<file path="config.mk">
export PLATFORM = sky130hd
export DESIGN_NAME = pulse_width_measurement_timer
export DESIGN_NICKNAME = d
export VERILOG_FILES = /design/src/pwm_meas_pkg.sv /design/src/pulse_width_measurement_timer.sv
export SDC_FILE = /design/constraint.sdc
export NUM_CORES = 1
export LEC_CHECK = 0
export ABC_AREA = 1
export ABC_CLOCK_PERIOD_IN_PS = 2300
export BUFFER_PORTS_ARGS = -buffer_cell sky130_fd_sc_hd__buf_2
export CAP_MARGIN = 20
export CORE_MARGIN = 5
export CORE_UTILIZATION = 53
export CTS_CLUSTER_DIAMETER = 80
export CTS_CLUSTER_SIZE = 30
export DETAILED_ROUTE_END_ITERATION = 16
export PLACE_DENSITY = 0.76
export REMOVE_ABC_BUFFERS = 1
export SYNTH_ARGS = -nofsm -noshare
export SYNTH_HDL_FRONTEND = slang
export SYNTH_SLANG_ARGS = --single-unit
</file>
<file path="constraint.sdc">
create_clock -name pclk -period 2.3 [get_ports pclk]
set_clock_uncertainty 0.2 [all_clocks]
set_input_delay 0.23 -clock pclk [delete_from_list [all_inputs] [get_ports pclk]]
set_output_delay 0.23 -clock pclk [all_outputs]
set_load 0.005 [all_outputs]
</file>
<file path="src/pwm_meas_pkg.sv">
// Package for the pulse width measurement timer channel.
// Holds register offsets, field positions, reset values, codes and carriers.
package pwm_meas_pkg;

	// ------------------------------------------------------------------
	// Register byte offsets
	// ------------------------------------------------------------------
	localparam logic [7:0] OFS_TIMER_CONTROL   = 8'h00;
	localparam logic [7:0] OFS_STATUS_CONTROL  = 8'h04;
	localparam logic [7:0] OFS_RESULT_BUFFER   = 8'h08;
	localparam logic [7:0] OFS_RESULT_BUFFER_H = 8'h0C;

	// ------------------------------------------------------------------
	// Field positions: timer_control
	// ------------------------------------------------------------------
	localparam int CTL_RUN_BIT     = 1;
	localparam int CTL_ONESHOT_BIT = 2;
	localparam int CTL_FMD_LSB     = 4;
	localparam int CTL_WIDE_BIT    = 7;
	localparam int CTL_EGS_LSB     = 8;
	localparam int CTL_CKS_LSB     = 12;

	// ------------------------------------------------------------------
	// Field positions: status_control (timer_control_ext in bits 15:8)
	// ------------------------------------------------------------------
	localparam int STS_OVF_BIT     = 0;
	localparam int STS_DONE_BIT    = 2;
	localparam int STS_OVF_IE_BIT  = 4;
	localparam int STS_DONE_IE_BIT = 6;
	localparam int STS_ERR_BIT     = 7;
	localparam int STS_CLOCK_SELECT_B3_BIT    = 8;

	// ------------------------------------------------------------------
	// Reset values and counter constants
	// ------------------------------------------------------------------
	localparam logic [15:0] TIMER_CONTROL_RST = 16'h0000;
	localparam logic [31:0] COUNT_CLEAR       = 32'h0000_0000;
	localparam logic [31:0] COUNT_FIRST       = 32'h0000_0001;
	localparam logic [31:0] COUNT_MAX16       = 32'h0000_FFFF;
	localparam logic [31:0] COUNT_MAX32       = 32'hFFFF_FFFF;
	localparam int          PRESC_W           = 11;

	// ------------------------------------------------------------------
	// Codes
	// ------------------------------------------------------------------
	typedef enum logic [2:0] {
		EDGE_HIGH  = 3'b000,
		EDGE_RISE  = 3'b001,
		EDGE_FALL  = 3'b010,
		EDGE_ANY   = 3'b011,
		EDGE_LOW   = 3'b100
	} edge_sel_t;

	localparam logic [2:0] FMD_PULSE_MEASURE = 3'b100;

	typedef enum logic [1:0] {
		ST_IDLE    = 2'b00,
		ST_WAIT    = 2'b01,
		ST_MEASURE = 2'b10,
		ST_HALTED  = 2'b11
	} meas_state_t;

	// ------------------------------------------------------------------
	// Carriers
	// ------------------------------------------------------------------
	typedef struct packed {
		logic [3:0] clock_select;
		logic [2:0] edge_select;
		logic       wide_pair_select;
		logic [2:0] function_select;
		logic       oneshot_select;
		logic       run_enable;
	} ctrl_t;

	typedef struct packed {
		logic overrun;
		logic completion_irq_enable;
		logic overflow_irq_enable;
		logic completion_flag;
		logic overflow_flag;
	} status_t;

endpackage

</file>
<file path="src/pulse_width_measurement_timer.sv">
// Pulse width and cycle measurement timer channel with an APB register slave.
// Assumes pulse_in is synchronous to pclk; APB master keeps standard signalling.
//
// Design decisions made here: the APB register port and the address map.

`timescale 1ns/10ps
`default_nettype none

module pulse_width_measurement_timer (
	input  wire logic        pclk,
	input  wire logic        presetn,
	input  wire logic        clk_en,
	input  wire logic        psel,
	input  wire logic        penable,
	input  wire logic        pwrite,
	input  wire logic [7:0]  paddr,
	input  wire logic [31:0] pwdata,
	input  wire logic [3:0]  pstrb,
	output logic [31:0]      prdata,
	output logic             pready,
	output logic             pslverr,
	input  wire logic        pulse_in,
	output logic             irq_overflow,
	output logic             irq_complete
);

	// ------------------------------------------------------------------
	// Bus decode
	// ------------------------------------------------------------------
	pwm_meas_pkg::ctrl_t       ctrl_q;
	pwm_meas_pkg::status_t     sts_q;
	pwm_meas_pkg::meas_state_t state_q;
	logic [31:0]               count_q;
	logic [31:0]               buffer_q;
	logic [2:0]                sync_q;
	logic [pwm_meas_pkg::PRESC_W-1:0] presc_q;

	logic access;
	logic wr;
	logic rd;
	logic sel_ctl;
	logic sel_sts;
	logic sel_buf;
	logic sel_bufh;
	logic mapped;
	logic buf_read;

	assign access   = psel & penable & clk_en;
	assign wr       = access & pwrite;
	assign rd       = access & ~pwrite;
	assign sel_ctl  = paddr == pwm_meas_pkg::OFS_TIMER_CONTROL;
	assign sel_sts  = paddr == pwm_meas_pkg::OFS_STATUS_CONTROL;
	assign sel_buf  = paddr == pwm_meas_pkg::OFS_RESULT_BUFFER;
	assign sel_bufh = paddr == pwm_meas_pkg::OFS_RESULT_BUFFER_H;
	assign mapped   = sel_ctl | sel_sts | sel_buf | sel_bufh;
	assign buf_read = rd & sel_buf;
	assign pready   = clk_en;
	assign pslverr  = psel & penable & ~mapped;

	// ------------------------------------------------------------------
	// Control register writes
	// ------------------------------------------------------------------
	logic ctl_wr;
	logic run_wr1;
	logic restart;
	logic start_wr;
	logic stop_wr;
	logic meas_fn_wr;

	assign ctl_wr   = wr & sel_ctl & pstrb[0];
	assign run_wr1  = ctl_wr & pwdata[pwm_meas_pkg::CTL_RUN_BIT];
	assign restart  = run_wr1 & ctrl_q.run_enable;
	assign start_wr = run_wr1 & ~ctrl_q.run_enable;
	assign stop_wr  = ctl_wr & ~pwdata[pwm_meas_pkg::CTL_RUN_BIT];
	assign meas_fn_wr = pwdata[pwm_meas_pkg::CTL_FMD_LSB +: 3] == pwm_meas_pkg::FMD_PULSE_MEASURE;

	always_ff @(posedge pclk or negedge presetn) begin
		if (!presetn) begin
			ctrl_q <= pwm_meas_pkg::ctrl_t'(pwm_meas_pkg::TIMER_CONTROL_RST[12:0]);
		end else if (clk_en) begin
			if (wr && sel_ctl && pstrb[1]) begin
				ctrl_q.clock_select[2:0] <= pwdata[pwm_meas_pkg::CTL_CKS_LSB +: 3];
				ctrl_q.edge_select       <= pwdata[pwm_meas_pkg::CTL_EGS_LSB +: 3];
			end
			if (ctl_wr) begin
				ctrl_q.wide_pair_select <= pwdata[pwm_meas_pkg::CTL_WIDE_BIT];
				ctrl_q.function_select  <= pwdata[pwm_meas_pkg::CTL_FMD_LSB +: 3];
				ctrl_q.oneshot_select   <= pwdata[pwm_meas_pkg::CTL_ONESHOT_BIT];
				ctrl_q.run_enable       <= pwdata[pwm_meas_pkg::CTL_RUN_BIT];
			end
			if (wr && sel_sts && pstrb[1]) begin
				ctrl_q.clock_select[3] <= pwdata[pwm_meas_pkg::STS_CLOCK_SELECT_B3_BIT];
			end
		end
	end

	// ------------------------------------------------------------------
	// Count clock prescaler
	// ------------------------------------------------------------------
	logic [3:0]                       shift;
	logic                             sel_ok;
	logic [pwm_meas_pkg::PRESC_W-1:0] mask;
	logic                             tick;

	always_comb begin
		sel_ok = 1'b1;
		unique case (ctrl_q.clock_select)
			4'h0:    shift = 4'd0;
			4'h1:    shift = 4'd2;
			4'h2:    shift = 4'd4;
			4'h3:    shift = 4'd7;
			4'h4:    shift = 4'd8;
			4'h8:    shift = 4'd9;
			4'h9:    shift = 4'd10;
			4'hA:    shift = 4'd11;
			default: begin
				shift  = 4'd0;
				sel_ok = 1'b0;
			end
		endcase
	end

	assign mask = pwm_meas_pkg::PRESC_W'((12'h001 << shift) - 12'h001);
	assign tick = sel_ok && ((presc_q & mask) == mask);

	always_ff @(posedge pclk or negedge presetn) begin
		if (!presetn) begin
			presc_q <= '0;
		end else if (clk_en) begin
			presc_q <= run_wr1 ? '0 : presc_q + 1'b1;
		end
	end

	// ------------------------------------------------------------------
	// Input synchroniser and edge qualification
	// ------------------------------------------------------------------
	logic rise;
	logic fall;
	logic start_edge;
	logic end_edge;
	logic edge_ok;
	logic chain;

	always_ff @(posedge pclk or negedge presetn) begin
		if (!presetn) begin
			sync_q <= 3'b000;
		end else if (clk_en) begin
			sync_q <= {sync_q[1:0], pulse_in};
		end
	end

	assign rise = sync_q[1] & ~sync_q[2];
	assign fall = ~sync_q[1] & sync_q[2];

	always_comb begin
		edge_ok = 1'b1;
		chain   = 1'b0;
		unique case (ctrl_q.edge_select)
			pwm_meas_pkg::EDGE_HIGH: begin
				start_edge = rise;
				end_edge   = fall;
			end
			pwm_meas_pkg::EDGE_RISE: begin
				start_edge = rise;
				end_edge   = rise;
				chain      = 1'b1;
			end
			pwm_meas_pkg::EDGE_FALL: begin
				start_edge = fall;
				end_edge   = fall;
				chain      = 1'b1;
			end
			pwm_meas_pkg::EDGE_ANY: begin
				start_edge = rise | fall;
				end_edge   = rise | fall;
				chain      = 1'b1;
			end
			pwm_meas_pkg::EDGE_LOW: begin
				start_edge = fall;
				end_edge   = rise;
			end
			default: begin
				start_edge = 1'b0;
				end_edge   = 1'b0;
				edge_ok    = 1'b0;
			end
		endcase
	end

	// ------------------------------------------------------------------
	// Measurement sequencer
	// ------------------------------------------------------------------
	logic        active;
	logic        wide;
	logic        meas_end;
	logic        wrap;
	logic        oneshot;
	logic [31:0] max_count;

	assign active    = ctrl_q.function_select == pwm_meas_pkg::FMD_PULSE_MEASURE;
	assign wide      = ctrl_q.wide_pair_select;
	assign max_count = wide ? pwm_meas_pkg::COUNT_MAX32 : pwm_meas_pkg::COUNT_MAX16;
	assign oneshot   = ctrl_q.oneshot_select;
	assign meas_end  = active && edge_ok && state_q == pwm_meas_pkg::ST_MEASURE && end_edge;
	assign wrap      = state_q == pwm_meas_pkg::ST_MEASURE && !meas_end && tick
		&& count_q == max_count && !restart;

	always_ff @(posedge pclk or negedge presetn) begin
		if (!presetn) begin
			state_q <= pwm_meas_pkg::ST_IDLE;
		end else if (clk_en) begin
			if (stop_wr) begin
				state_q <= pwm_meas_pkg::ST_IDLE;
			end else if (start_wr) begin
				// Function field may arrive with the run write
				state_q <= meas_fn_wr ? pwm_meas_pkg::ST_WAIT
					: pwm_meas_pkg::ST_IDLE;
			end else if (!active) begin
				state_q <= pwm_meas_pkg::ST_IDLE;
			end else if (restart) begin
				if (state_q != pwm_meas_pkg::ST_MEASURE || meas_end) begin
					state_q <= (state_q == pwm_meas_pkg::ST_MEASURE)
						? pwm_meas_pkg::ST_WAIT : state_q;
				end else begin
					state_q <= pwm_meas_pkg::ST_WAIT;
				end
			end else begin
				unique case (state_q)
					pwm_meas_pkg::ST_IDLE: begin
						state_q <= state_q;
					end
					pwm_meas_pkg::ST_WAIT: begin
						if (edge_ok && start_edge) begin
							state_q <= pwm_meas_pkg::ST_MEASURE;
						end
					end
					pwm_meas_pkg::ST_MEASURE: begin
						if (meas_end) begin
							if (oneshot) begin
								state_q <= pwm_meas_pkg::ST_HALTED;
							end else if (!chain) begin
								state_q <= pwm_meas_pkg::ST_WAIT;
							end
						end
					end
					pwm_meas_pkg::ST_HALTED: begin
						state_q <= state_q;
					end
				endcase
			end
		end
	end

	// ------------------------------------------------------------------
	// Counter
	// ------------------------------------------------------------------
	always_ff @(posedge pclk or negedge presetn) begin
		if (!presetn) begin
			count_q <= pwm_meas_pkg::COUNT_CLEAR;
		end else if (clk_en) begin
			if (run_wr1 && (start_wr || state_q == pwm_meas_pkg::ST_MEASURE)) begin
				count_q <= pwm_meas_pkg::COUNT_CLEAR;
			end else if (meas_end && chain && !oneshot) begin
				count_q <= pwm_meas_pkg::COUNT_FIRST;
			end else if (state_q == pwm_meas_pkg::ST_WAIT && active && edge_ok
				&& start_edge) begin
				count_q <= pwm_meas_pkg::COUNT_FIRST;
			end else if (state_q == pwm_meas_pkg::ST_MEASURE && !meas_end && tick) begin
				count_q <= wrap ? pwm_meas_pkg::COUNT_CLEAR : count_q + 32'h0000_0001;
			end
		end
	end

	// ------------------------------------------------------------------
	// Result buffer
	// ------------------------------------------------------------------
	always_ff @(posedge pclk or negedge presetn) begin
		if (!presetn) begin
			buffer_q <= pwm_meas_pkg::COUNT_CLEAR;
		end else if (clk_en) begin
			if (meas_end && !oneshot) begin
				buffer_q <= count_q;
			end
		end
	end

	// ------------------------------------------------------------------
	// Status flags and enables
	// ------------------------------------------------------------------
	logic sts_wr;

	assign sts_wr = wr & sel_sts & pstrb[0];

	always_ff @(posedge pclk or negedge presetn) begin
		if (!presetn) begin
			sts_q <= '0;
		end else if (clk_en) begin
			if (meas_end) begin
				sts_q.completion_flag <= 1'b1;
			end else if (buf_read) begin
				sts_q.completion_flag <= 1'b0;
			end
			if (meas_end && !oneshot && sts_q.completion_flag && !buf_read) begin
				sts_q.overrun <= 1'b1;
			end else if (buf_read) begin
				sts_q.overrun <= 1'b0;
			end
			if (wrap) begin
				sts_q.overflow_flag <= 1'b1;
			end else if (sts_wr && !pwdata[pwm_meas_pkg::STS_OVF_BIT]) begin
				sts_q.overflow_flag <= 1'b0;
			end
			if (sts_wr) begin
				sts_q.completion_irq_enable <= pwdata[pwm_meas_pkg::STS_DONE_IE_BIT];
				sts_q.overflow_irq_enable   <= pwdata[pwm_meas_pkg::STS_OVF_IE_BIT];
			end
		end
	end

	assign irq_overflow = sts_q.overflow_flag & sts_q.overflow_irq_enable;
	assign irq_complete = sts_q.completion_flag & sts_q.completion_irq_enable;

	// ------------------------------------------------------------------
	// Read data
	// ------------------------------------------------------------------
	logic [31:0] result_view;

	assign result_view = oneshot ? count_q : buffer_q;

	always_comb begin
		prdata = 32'h0000_0000;
		if (sel_ctl) begin
			prdata[pwm_meas_pkg::CTL_CKS_LSB +: 3]   = ctrl_q.clock_select[2:0];
			prdata[pwm_meas_pkg::CTL_EGS_LSB +: 3]   = ctrl_q.edge_select;
			prdata[pwm_meas_pkg::CTL_WIDE_BIT]       = ctrl_q.wide_pair_select;
			prdata[pwm_meas_pkg::CTL_FMD_LSB +: 3]   = ctrl_q.function_select;
			prdata[pwm_meas_pkg::CTL_ONESHOT_BIT]    = ctrl_q.oneshot_select;
			prdata[pwm_meas_pkg::CTL_RUN_BIT]        = ctrl_q.run_enable;
		end else if (sel_sts) begin
			prdata[pwm_meas_pkg::STS_CLOCK_SELECT_B3_BIT]    = ctrl_q.clock_select[3];
			prdata[pwm_meas_pkg::STS_ERR_BIT]     = sts_q.overrun;
			prdata[pwm_meas_pkg::STS_DONE_IE_BIT] = sts_q.completion_irq_enable;
			prdata[pwm_meas_pkg::STS_OVF_IE_BIT]  = sts_q.overflow_irq_enable;
			prdata[pwm_meas_pkg::STS_DONE_BIT]    = sts_q.completion_flag;
			prdata[pwm_meas_pkg::STS_OVF_BIT]     = sts_q.overflow_flag;
		end else if (sel_buf) begin
			prdata = wide ? result_view : {16'h0000, result_view[15:0]};
		end else if (sel_bufh) begin
			prdata = {16'h0000, result_view[31:16]};
		end
	end

endmodule

`default_nettype wire

</file>
==> results of run 1 <==
[state kept, by name, indices dropped and copies added, names as in the netlist]
signal / flops
oneshot: 1
count_q: 32
state_q: 2
presc_q: 11
ctrl_q: 11
buffer_q: 32
wide: 1
sts_q: 5
sync_q: 3
[worst max-delay path, delay by kind of cell, from the launching register on]
kind,cells,cell delay (ns)
AND/OR/NAND/NOR,13,1.31
flip-flops,1,0.45
buffers and inverters,2,0.28
adder cells (fa/ha/maj),1,0.15
AO/OA/AOI/OAI,1,0.06
[logic make-up after synthesis]
group           synth area share, %
compound gates                16.00
other cells                 0.06156
xor+xnor                      4.026
fa+ha+maj                     1.438
buf+inv                       9.694
flops                         40.25
simple gates                  28.53
[cell usage after synthesis (all sizes together) (3+ instances only)]
cell type / n / area share [%]
inv: 115 / 7.1
o21ai: 124 / 10
buf: 13 / 1.4
nor4: 5 / 0.51
a21oi: 11 / 0.97
xor2: 27 / 3.9
nand3b: 3 / 0.37
nand3: 42 / 3.5
clkbuf: 19 / 1.2
o211ai: 29 / 3.6
a31oi: 4 / 0.41
nor2: 99 / 6.6
dfrtp: 98 / 40
ha: 7 / 1.4
nand4: 16 / 2.0
nand2: 225 / 14
nor3: 14 / 1.4
[power by group through the flow]
stage               logic (mW)  registers (mW)  clock network [mW]
finish                   0.432            1.88                1.66
global route             0.496            1.88                1.75
CTS                      0.403            1.87                1.67
detailed placement       0.373            1.91                   0
global placement         0.368            1.91                   0
floorplan                0.231            1.89                   0
[routing by layer]
metal | wire length [um] | track usage (%) | vias up
met5 | 0 | 0 | -
met4 | 1136 | 10.86 | 0
met3 | 1996 | 7.661 | 112
met2 | 10110 | 46.87 | 386
met1 | 8047 | 35.70 | 3207
li1 | - | - | 3116
[stage by stage]
step / hold slack (ns) / total power [mW] / std cells
floorplan: -0.2656 / 2.125 / 830
global placement: 0.07113 / 2.274 / 1102
detailed placement: 0.06969 / 2.280 / 1102
CTS: 0.009531 / 3.948 / 1142
global route: 0.06541 / 4.129 / 1170
finish: 0.02284 / 3.973 / 1170
[area by class of cell]
class                      count  area [um2]
clock buffer                   9       225.2
clock inverter                 7       91.34
fill                         806        2870
inverter                     115       435.4
multi-input combinational    618        3525
sequential                    98        2457
tap                          143       178.9
timing repair buffer         180        1538
[worst max path at each step]
stage               slack [ns]  startpoint  cells after the start           to
finish                   -0.26  ctrl_q[10]                     17   count_q[9]
global route             -0.38  ctrl_q[10]                     17   count_q[9]
CTS                      -0.16  ctrl_q[11]                     17   count_q[3]
detailed placement       -0.30  ctrl_q[11]                     16  count_q[16]
global placement         -0.24  ctrl_q[11]                     16  count_q[17]
floorplan                -0.92     oneshot                      3  buffer_q[0]
[what timing repair did]
item | CTS | global route
buffers inserted | 5 | 21
pin swaps | 8 | 38
hold endpoints to repair | 56 | 0
hold buffers | 14 | 0
setup endpoints to repair | 39 | 63
gates resized for setup | 41 | 144
gates cloned | 5 | 8
==> out/metrics.cfg, run 1 <==
[worst_hold_path]
min_to=sts_q[4]
min_path_type=input pin to flip-flop
holdPathStages=5
min_from=pwrite

[setup_path]
crit_path_end_kind=flip-flop
crit_path_start_kind=flip-flop
path_cells=nor2_4 -> buf_6 -> nand2_2 -> nand3_4 -> ha_4 -> nand3_1 -> nand3_1 -> nand2_1 -> nor2_1 -> nand2_1 -> nor2_2 -> nand2_2 -> nand2_4 -> nand2_4 -> buf_16 -> nand2_1 -> o21ai_2
arrival_ns=2.61
cpMaxStageDelayCell=dfrtp_2
ff2ff_setup_slack_ns=-0.26
r2r_cells=17
crit_type=flip-flop to flip-flop
crit_path_frequent_cell=nand2_1
required_ns=2.35
regToRegStartpoint=ctrl_q[10]
path_max_fanout=5
regToRegEndpoint=count_q[9]
cpPeakStageDelay_ns=0.45

[finish]
drive_above_1_share_pct=29.60
num-nets-final=1080
antennaDiodeCount=0
area_growth_pct=38.71
fin_area_mm2=0.008451
final_util_pct=74.65
layout_commonest_cell=nand2_1
final_cell_mix=nand2_1, inv_1, dfrtp_1

[sta]
fin_crit_ns=2.559
fmax_mhz=390.7
hold_viol=0
relSlewSlack_pct=60.81
setup_ws_ns=-0.2594
maxSlewViolCount=0
finalSetupViolCount=38
rsz0062_at_grt=yes
fin_crit_sh_pct=111.3
tns_ns=-7.139
worst_pin_slew_ns=0.5872

[drt]
ant_nets=0
post_drt_via_cell_ratio=5.830
drtIter0Drc=908
routedWlPerCell_um=18.19
vias=6821
routed_wl_mm=21.29
first_pass_iters=6
drc_errors=0

[synthesis]
syn_area_mm2=0.006092
syn_avg_cell_area_um2=7.067
yosysUniqueCellTypes=38
ys_ff_latch=98
synth_edf_count=0
synth_ff_type=dfrtp_1
async_reset_ff_share_pct=100.0
seq_area_frac_synth_pct=40.25
synthCells=862
yosysWarnings=0

[status]
violations=setup timing
outcome=complete, but fails checks

[power]
p_leak_nw=4.005
p_sw_share_pct=26.12
internal-power_mw=2.935
power.density_mw_per_mm2=470.1
clkPwrFrac_pct=41.9
combPwrFrac_pct=10.9
max-vdd-ir-drop_v=0.0004589
power_switching_mw=1.038
seqPwrFrac_pct=47.2

[place]
port_buffers=65
dp_hpwl_mm=12.75
pre_cts_slack_ns=-0.2957
gp_congestion=0.9124
place_area_mm2=0.006995

[clock_tree]
cts_tree=built
cts_made_buffers=9
cts.clk_slew.worst_paths_ns=0.07
clock_latency_ns=0.36
root_buffer=clkbuf_16
htreeDepth=3
clkSinkCount=98
clockBufferDepth=2

[global_route]
grt_pass1_vias=6136
grt_overflow=0
track_usage_pct=28.43
grt_pass1_wl_mm=30.09
grt_start_max_net_pins=66
grt_antenna_before_repair=0

[die]
initial_utilization_pct=53.81
die_w_um=117.2
dieArea_mm2=0.01374
ioPinCount=87
core_mm2=0.01132
die_y_um=117.2
row_count=39

[run]
cap_violations=0

(Power assumes the default switching activity.)
==> inputs of run 2 (changes only) <==
--- a/config.mk
+++ b/config.mk
@@ -9,13 +9,16 @@
 export ABC_CLOCK_PERIOD_IN_PS = 2300
 export BUFFER_PORTS_ARGS = -buffer_cell sky130_fd_sc_hd__buf_2
 export CAP_MARGIN = 20
+export CELL_PAD_IN_SITES_DETAIL_PLACEMENT = 1
+export CELL_PAD_IN_SITES_GLOBAL_PLACEMENT = 2
 export CORE_MARGIN = 5
-export CORE_UTILIZATION = 53
+export CORE_UTILIZATION = 29
 export CTS_CLUSTER_DIAMETER = 80
 export CTS_CLUSTER_SIZE = 30
 export DETAILED_ROUTE_END_ITERATION = 16
-export PLACE_DENSITY = 0.76
+export PLACE_DENSITY = 0.74
 export REMOVE_ABC_BUFFERS = 1
+export SETUP_SLACK_MARGIN = 0.5
 export SYNTH_ARGS = -nofsm -noshare
 export SYNTH_HDL_FRONTEND = slang
 export SYNTH_SLANG_ARGS = --single-unit
==> run 2 against run 1 <==
Net effect: combinational power up 22%; clock power shrank 7%; sequential power is essentially flat; the flow still finishes with violations (setup timing); die area increased by 75%; worst setup slack worse by 0.075 ns; routed wire length is 31% higher; critical endpoint is now count_q[31]; core utilization fell by 27 points; cell count up 15%.
==> out/metrics.cfg, run 2 (synthesis results as in run 1) <==
[drt]
drtIter0Drc=348
vias=6804
drc_errors=0
post_drt_via_cell_ratio=5.044
routedWlPerCell_um=20.62
ant_nets=0
first_pass_iters=5
routed_wl_mm=27.82

[sta]
rsz0062_at_grt=yes
fin_crit_sh_pct=114.6
setup_ws_ns=-0.3348
fin_crit_ns=2.635
finalSetupViolCount=49
fmax_mhz=379.5
maxSlewViolCount=0
hold_viol=0
relSlewSlack_pct=60.14
worst_pin_slew_ns=0.5973

[global_route]
track_usage_pct=21.54
grt_pass1_vias=6954
grt_start_max_net_pins=40
grt_pass1_wl_mm=40.08
grt_overflow=0
grt_antenna_before_repair=0

[setup_path]
arrival_ns=2.69
cpMaxStageDelayCell=dfrtp_1
crit_type=flip-flop to flip-flop
crit_path_start_kind=flip-flop
regToRegStartpoint=ctrl_q[12]
path_max_fanout=5
cpPeakStageDelay_ns=0.42
crit_path_end_kind=flip-flop
required_ns=2.35
regToRegEndpoint=count_q[31]
r2r_cells=20
path_cells=inv_2 -> nand2_2 -> nand2_2 -> nand2_4 -> nand3_4 -> ha_4 -> inv_2 -> nand2_2 -> nand3_2 -> nand2_1 -> nor2_1 -> nand2_1 -> nor2_2 -> nand2_1 -> nand2_2 -> nand2_4 -> buf_12 -> clkbuf_16 -> nand2_1 -> o21ai_1
ff2ff_setup_slack_ns=-0.33

[finish]
fin_area_mm2=0.009897
final_util_pct=47.53
final_cell_mix=nand2_1, inv_1, dfrtp_1
drive_above_1_share_pct=40.32
num-nets-final=1127
antennaDiodeCount=0
largest_registers=buffer_q x32, count_q x32
layout_commonest_cell=nand2_1
area_growth_pct=62.46

[die]
dieArea_mm2=0.02401
die_y_um=154.9
core_mm2=0.02082
row_count=53
die_w_um=154.9
ioPinCount=87
initial_utilization_pct=29.26

[worst_hold_path]
holdPathStages=5
min_to=sts_q[4]
min_from=pwrite
min_path_type=input pin to flip-flop

[clock_tree]
clock_latency_ns=0.37
clockBufferDepth=2
cts_made_buffers=9
cts.clk_slew.worst_paths_ns=0.07
clkSinkCount=98
htreeDepth=3
cts_tree=built
root_buffer=clkbuf_16

[place]
dp_hpwl_mm=16.15
port_buffers=65
pre_cts_slack_ns=-0.2347
place_area_mm2=0.007231
gp_congestion=0.8212

[power]
max-vdd-ir-drop_v=0.0003023
power.density_mw_per_mm2=399.0
p_leak_nw=4.483

[status]
outcome=complete, but fails checks
violations=setup timing

[run]
cap_violations=0

-- run 2: cell types whose count changed in the layout (fill, tap and decap cells not counted), sizes merged --
cell / delta
buf: +49
bufinv: -2
clkinv: +1
clkinvlp: +1
inv: -1
nand2: -1
-- run 2: area by class of cell --
class                           count  area [um2]
Fill cell                        2467       10930
Timing Repair Buffer              228        2325
Multi-Input combinational cell    617        4049
Inverter                          115       437.9
Sequential cell                    98        2460
Tap cell                          275       344.1
Clock buffer                       10       239.0
Clock inverter                      6       42.54
-- run 2: worst max path at each step --
| stage | cells past startpoint | to | slack, ns | start |
|---|---|---|---|---|
| after detailed placement | 18 | count_q[18] | -0.23 | ctrl_q[12] |
| after floorplan | 3 | buffer_q[0] | -0.92 | oneshot |
| after CTS | 17 | count_q[7] | -0.20 | ctrl_q[11] |
| after global placement | 18 | count_q[18] | -0.22 | ctrl_q[10] |
| after global routing | 20 | count_q[30] | -0.48 | ctrl_q[12] |
| final | 20 | count_q[31] | -0.33 | ctrl_q[12] |
-- run 2: metrics by stage --
step	std cells	hold WS, ns	TNS [ns]	power (mW)
floorplan	830	-0.2656	-55.20	2.125
CTS	1325	0.006042	-6.587	3.908
global placement	1245	-0.07881	-6.513	2.299
finish	1349	0.02635	-10.31	3.949
detailed placement	1245	-0.08080	-6.849	2.308
global route	1349	0.04971	-16.12	4.125
-- run 2: repair_timing --
item                                    CTS  global route
buffers inserted                         34            19
endpoints found under the setup margin  103           104
hold buffers                             14             0
gates resized for setup                 227           182
gates cloned                             16             5
pin swaps                                44            59
endpoints found under the hold margin   114             0
-- run 2: metal layers --
layer	up-vias	track usage, %	share of wire [%]
met5	-	0	0
met4	0	4.836	2.5
met3	54	3.143	3.7
met2	159	37.85	51
met1	3377	28.05	43
li1	3214	-	-
-- run 2: critical path: cells and delay by family (launching register included) --
kind	cells	cell delay, ns
buffers and inverters	4	0.50
and+or+nand+nor	14	1.14
AOI/OAI and AO/OA	1	0.07
DFF	1	0.42
adders and majority gates	1	0.18
-- run 2: where the power goes --
group / switching [mW] / leakage, nW / internal (mW)
logic: 0.315 / 3.06 / 0.213
registers: 0.0734 / 1.29 / 1.81
clock network: 0.769 / 0.134 / 0.766
total: 1.16 / 4.48 / 2.79
==> inputs of run 3 (changes only) <==
--- a/config.mk
+++ b/config.mk
@@ -6,17 +6,17 @@
 export NUM_CORES = 1
 export LEC_CHECK = 0
 export ABC_AREA = 1
-export ABC_CLOCK_PERIOD_IN_PS = 2300
+export ABC_CLOCK_PERIOD_IN_PS = 2750
 export BUFFER_PORTS_ARGS = -buffer_cell sky130_fd_sc_hd__buf_2
 export CAP_MARGIN = 20
 export CELL_PAD_IN_SITES_DETAIL_PLACEMENT = 1
 export CELL_PAD_IN_SITES_GLOBAL_PLACEMENT = 2
 export CORE_MARGIN = 5
-export CORE_UTILIZATION = 29
+export CORE_UTILIZATION = 32
 export CTS_CLUSTER_DIAMETER = 80
 export CTS_CLUSTER_SIZE = 30
 export DETAILED_ROUTE_END_ITERATION = 16
-export PLACE_DENSITY = 0.74
+export PLACE_DENSITY = 0.77
 export REMOVE_ABC_BUFFERS = 1
 export SETUP_SLACK_MARGIN = 0.5
 export SYNTH_ARGS = -nofsm -noshare
==> constraint.sdc (replaced) <==
create_clock -name pclk -period 2.75 [get_ports pclk]
set_clock_uncertainty 0.2 [all_clocks]
set_input_delay 0.275 -clock pclk [delete_from_list [all_inputs] [get_ports pclk]]
set_output_delay 0.275 -clock pclk [all_outputs]
set_load 0.005 [all_outputs]
==> run 3 against run 2 <==
Net effect: total power fell by 17%; the flow now finishes without violations; cell count fell by 7.9%; largest power group unchanged; sequential cell count did not move; first-iteration DRC count fell by 18%; clock-buffer cell count fell by 1; die area fell by 8.8%; final area fell by 12%; clock power fell by 12%; global-route usage barely moved; sequential share of layout area rose by 3.5 points.
==> out/metrics.cfg, run 3 (synthesis results as in run 1) <==
[status]
outcome=completed

[die]
die_w_um=148.0
ioPinCount=87
dieArea_mm2=0.02190
core_mm2=0.01871
die_y_um=148.0
initial_utilization_pct=32.57
row_count=50

[finish]
area_growth_pct=42.19
fin_cells=1243
layout_commonest_cell=nand2_1
antennaDiodeCount=0
final_cell_mix=nand2_1, inv_1, dfrtp_1
drive_above_1_share_pct=30.62
largest_registers=buffer_q x32, count_q x32
num-nets-final=1062
fin_area_mm2=0.008662

[drt]
vias=6352
drtIter0Drc=284
ant_nets=0
routedWlPerCell_um=19.32
drc_errors=0
post_drt_via_cell_ratio=5.110
first_pass_iters=4
routed_wl_mm=24.02

[place]
placed_cells=1156
gp_congestion=0.7878
port_buffers=65
place_area_mm2=0.006807
pre_cts_slack_ns=0.04610
dp_hpwl_mm=15.28

[power]
clkPwrFrac_pct=41.0
power.density_mw_per_mm2=379.6
combPwrFrac_pct=11.2
max-vdd-ir-drop_v=0.0002915
seqPwrFrac_pct=47.8
p_sw_share_pct=27.89
power_mw=3.288
internal-power_mw=2.371
p_leak_nw=4.002
power_switching_uw=917.2

[setup_path]
crit_path_start_kind=flip-flop
cp-startpoint=ctrl_q[12]
path_max_fanout=8
crit_type=flip-flop to flip-flop
crit_path_end_kind=flip-flop
regToRegStartpoint=ctrl_q[12]
arrival_ns=2.59
required_ns=2.80

[clock_tree]
root_buffer=clkbuf_16
cts_made_buffers=9
clkSinkCount=98
cts.clk_slew.worst_paths_ns=0.07
clock_latency_ns=0.36
cts_tree=built
clockBufferDepth=2
htreeDepth=3

[worst_hold_path]
min_path_type=input pin to flip-flop
min_from=pwdata[5]

[sta]
finalSetupViolCount=0
maxSlewViolCount=0
hold_viol=0
fin_crit_ns=2.545
setup_ws_ns=0.2047
fin_crit_sh_pct=92.56
relSlewSlack_pct=51.45
fmax_mhz=392.9
worst_pin_slew_ns=0.7283
tns_ns=0
rsz0062_at_grt=yes

[global_route]
grt_start_max_net_pins=66
track_usage_pct=21.56
grt_pass1_wl_mm=36.89
grt_pass1_vias=6571
grt_overflow=0
grt_antenna_before_repair=0

[run]
cap_violations=0

run 3: cell types whose count changed in the layout (fill, tap and decap cells not counted), sizes merged:
cell,delta
clkinvlp,-1
buf,-65
bufinv,+1
inv,+4
clkinv,-3
bufbuf,+1
dlygate4sd3,-2
run 3: layer usage:
metal | vias up | GRT usage, % | part of all wire (%)
met3 | 25 | 3.556 | 4.1
met2 | 111 | 37.25 | 50
met5 | - | 0 | 0
li1 | 3080 | - | -
met4 | 0 | 5.358 | 1.5
met1 | 3136 | 28.20 | 44
run 3: what timing repair did:
action,CTS,global route
gates resized for setup,102,138
endpoints found under the setup margin,62,96
hold buffers,12,0
gates cloned,12,4
setup buffers,27,16
endpoints found under the hold margin,57,0
pin swaps,36,44
run 3: area by class of cell:
type	instances	area, um2
inverters	115	441.7
well taps	234	292.8
repair buffers	163	1585
multi-input cells	617	3583
clock buffers	9	225.2
fillers	2264	10040
flip-flops and latches	98	2457
clock inverters	7	76.32
run 3: through the flow:
step	utilization [%]	hold WS, ns
finish	46.31	0.002877
global route	46.31	0.008145
CTS	43.01	0.0007911
detailed placement	36.39	0.1774
global placement	36.39	0.1661
floorplan	-	-0.2206
run 3: final timing paths:
kind | depth (start not counted) | slack [ns] | endpoint
max | 19 | 0.20 | count_q[10]
min | 3 | 0.003 | ctrl_q[3]
max reg2reg | 19 | 0.20 | count_q[10]
min reg2reg | 2 | 0.28 | sync_q[0]
max in group asynchronous | 3 | 1.34 | count_q[22]
min in group asynchronous | 2 | 0.29 | sync_q[1]
run 3: critical path, cell delays in order (launching register included):
cell	delay, ns
dfrtp_1	0.43
inv_2	0.10
nand2_2	0.07
nand2_2	0.07
nand2_4	0.09
nand3_4	0.09
ha_4	0.19
inv_2	0.06
nand2_1	0.06
nand3_2	0.09
nand2_1	0.07
nor2_2	0.09
nand2_2	0.07
nor2_4	0.11
nand2_1	0.06
nand2_2	0.10
nand2_8	0.14
buf_16	0.19
nand2_2	0.08
o21ai_2	0.07
run 3: power groups by stage:
stage,Sequential [mW],Combinational [mW],Clock [mW]
after global routing,1.58,0.424,1.45
after CTS,1.57,0.367,1.38
after detailed placement,1.60,0.326,0
after global placement,1.60,0.321,0
after floorplan,1.58,0.193,0
final,1.57,0.370,1.35
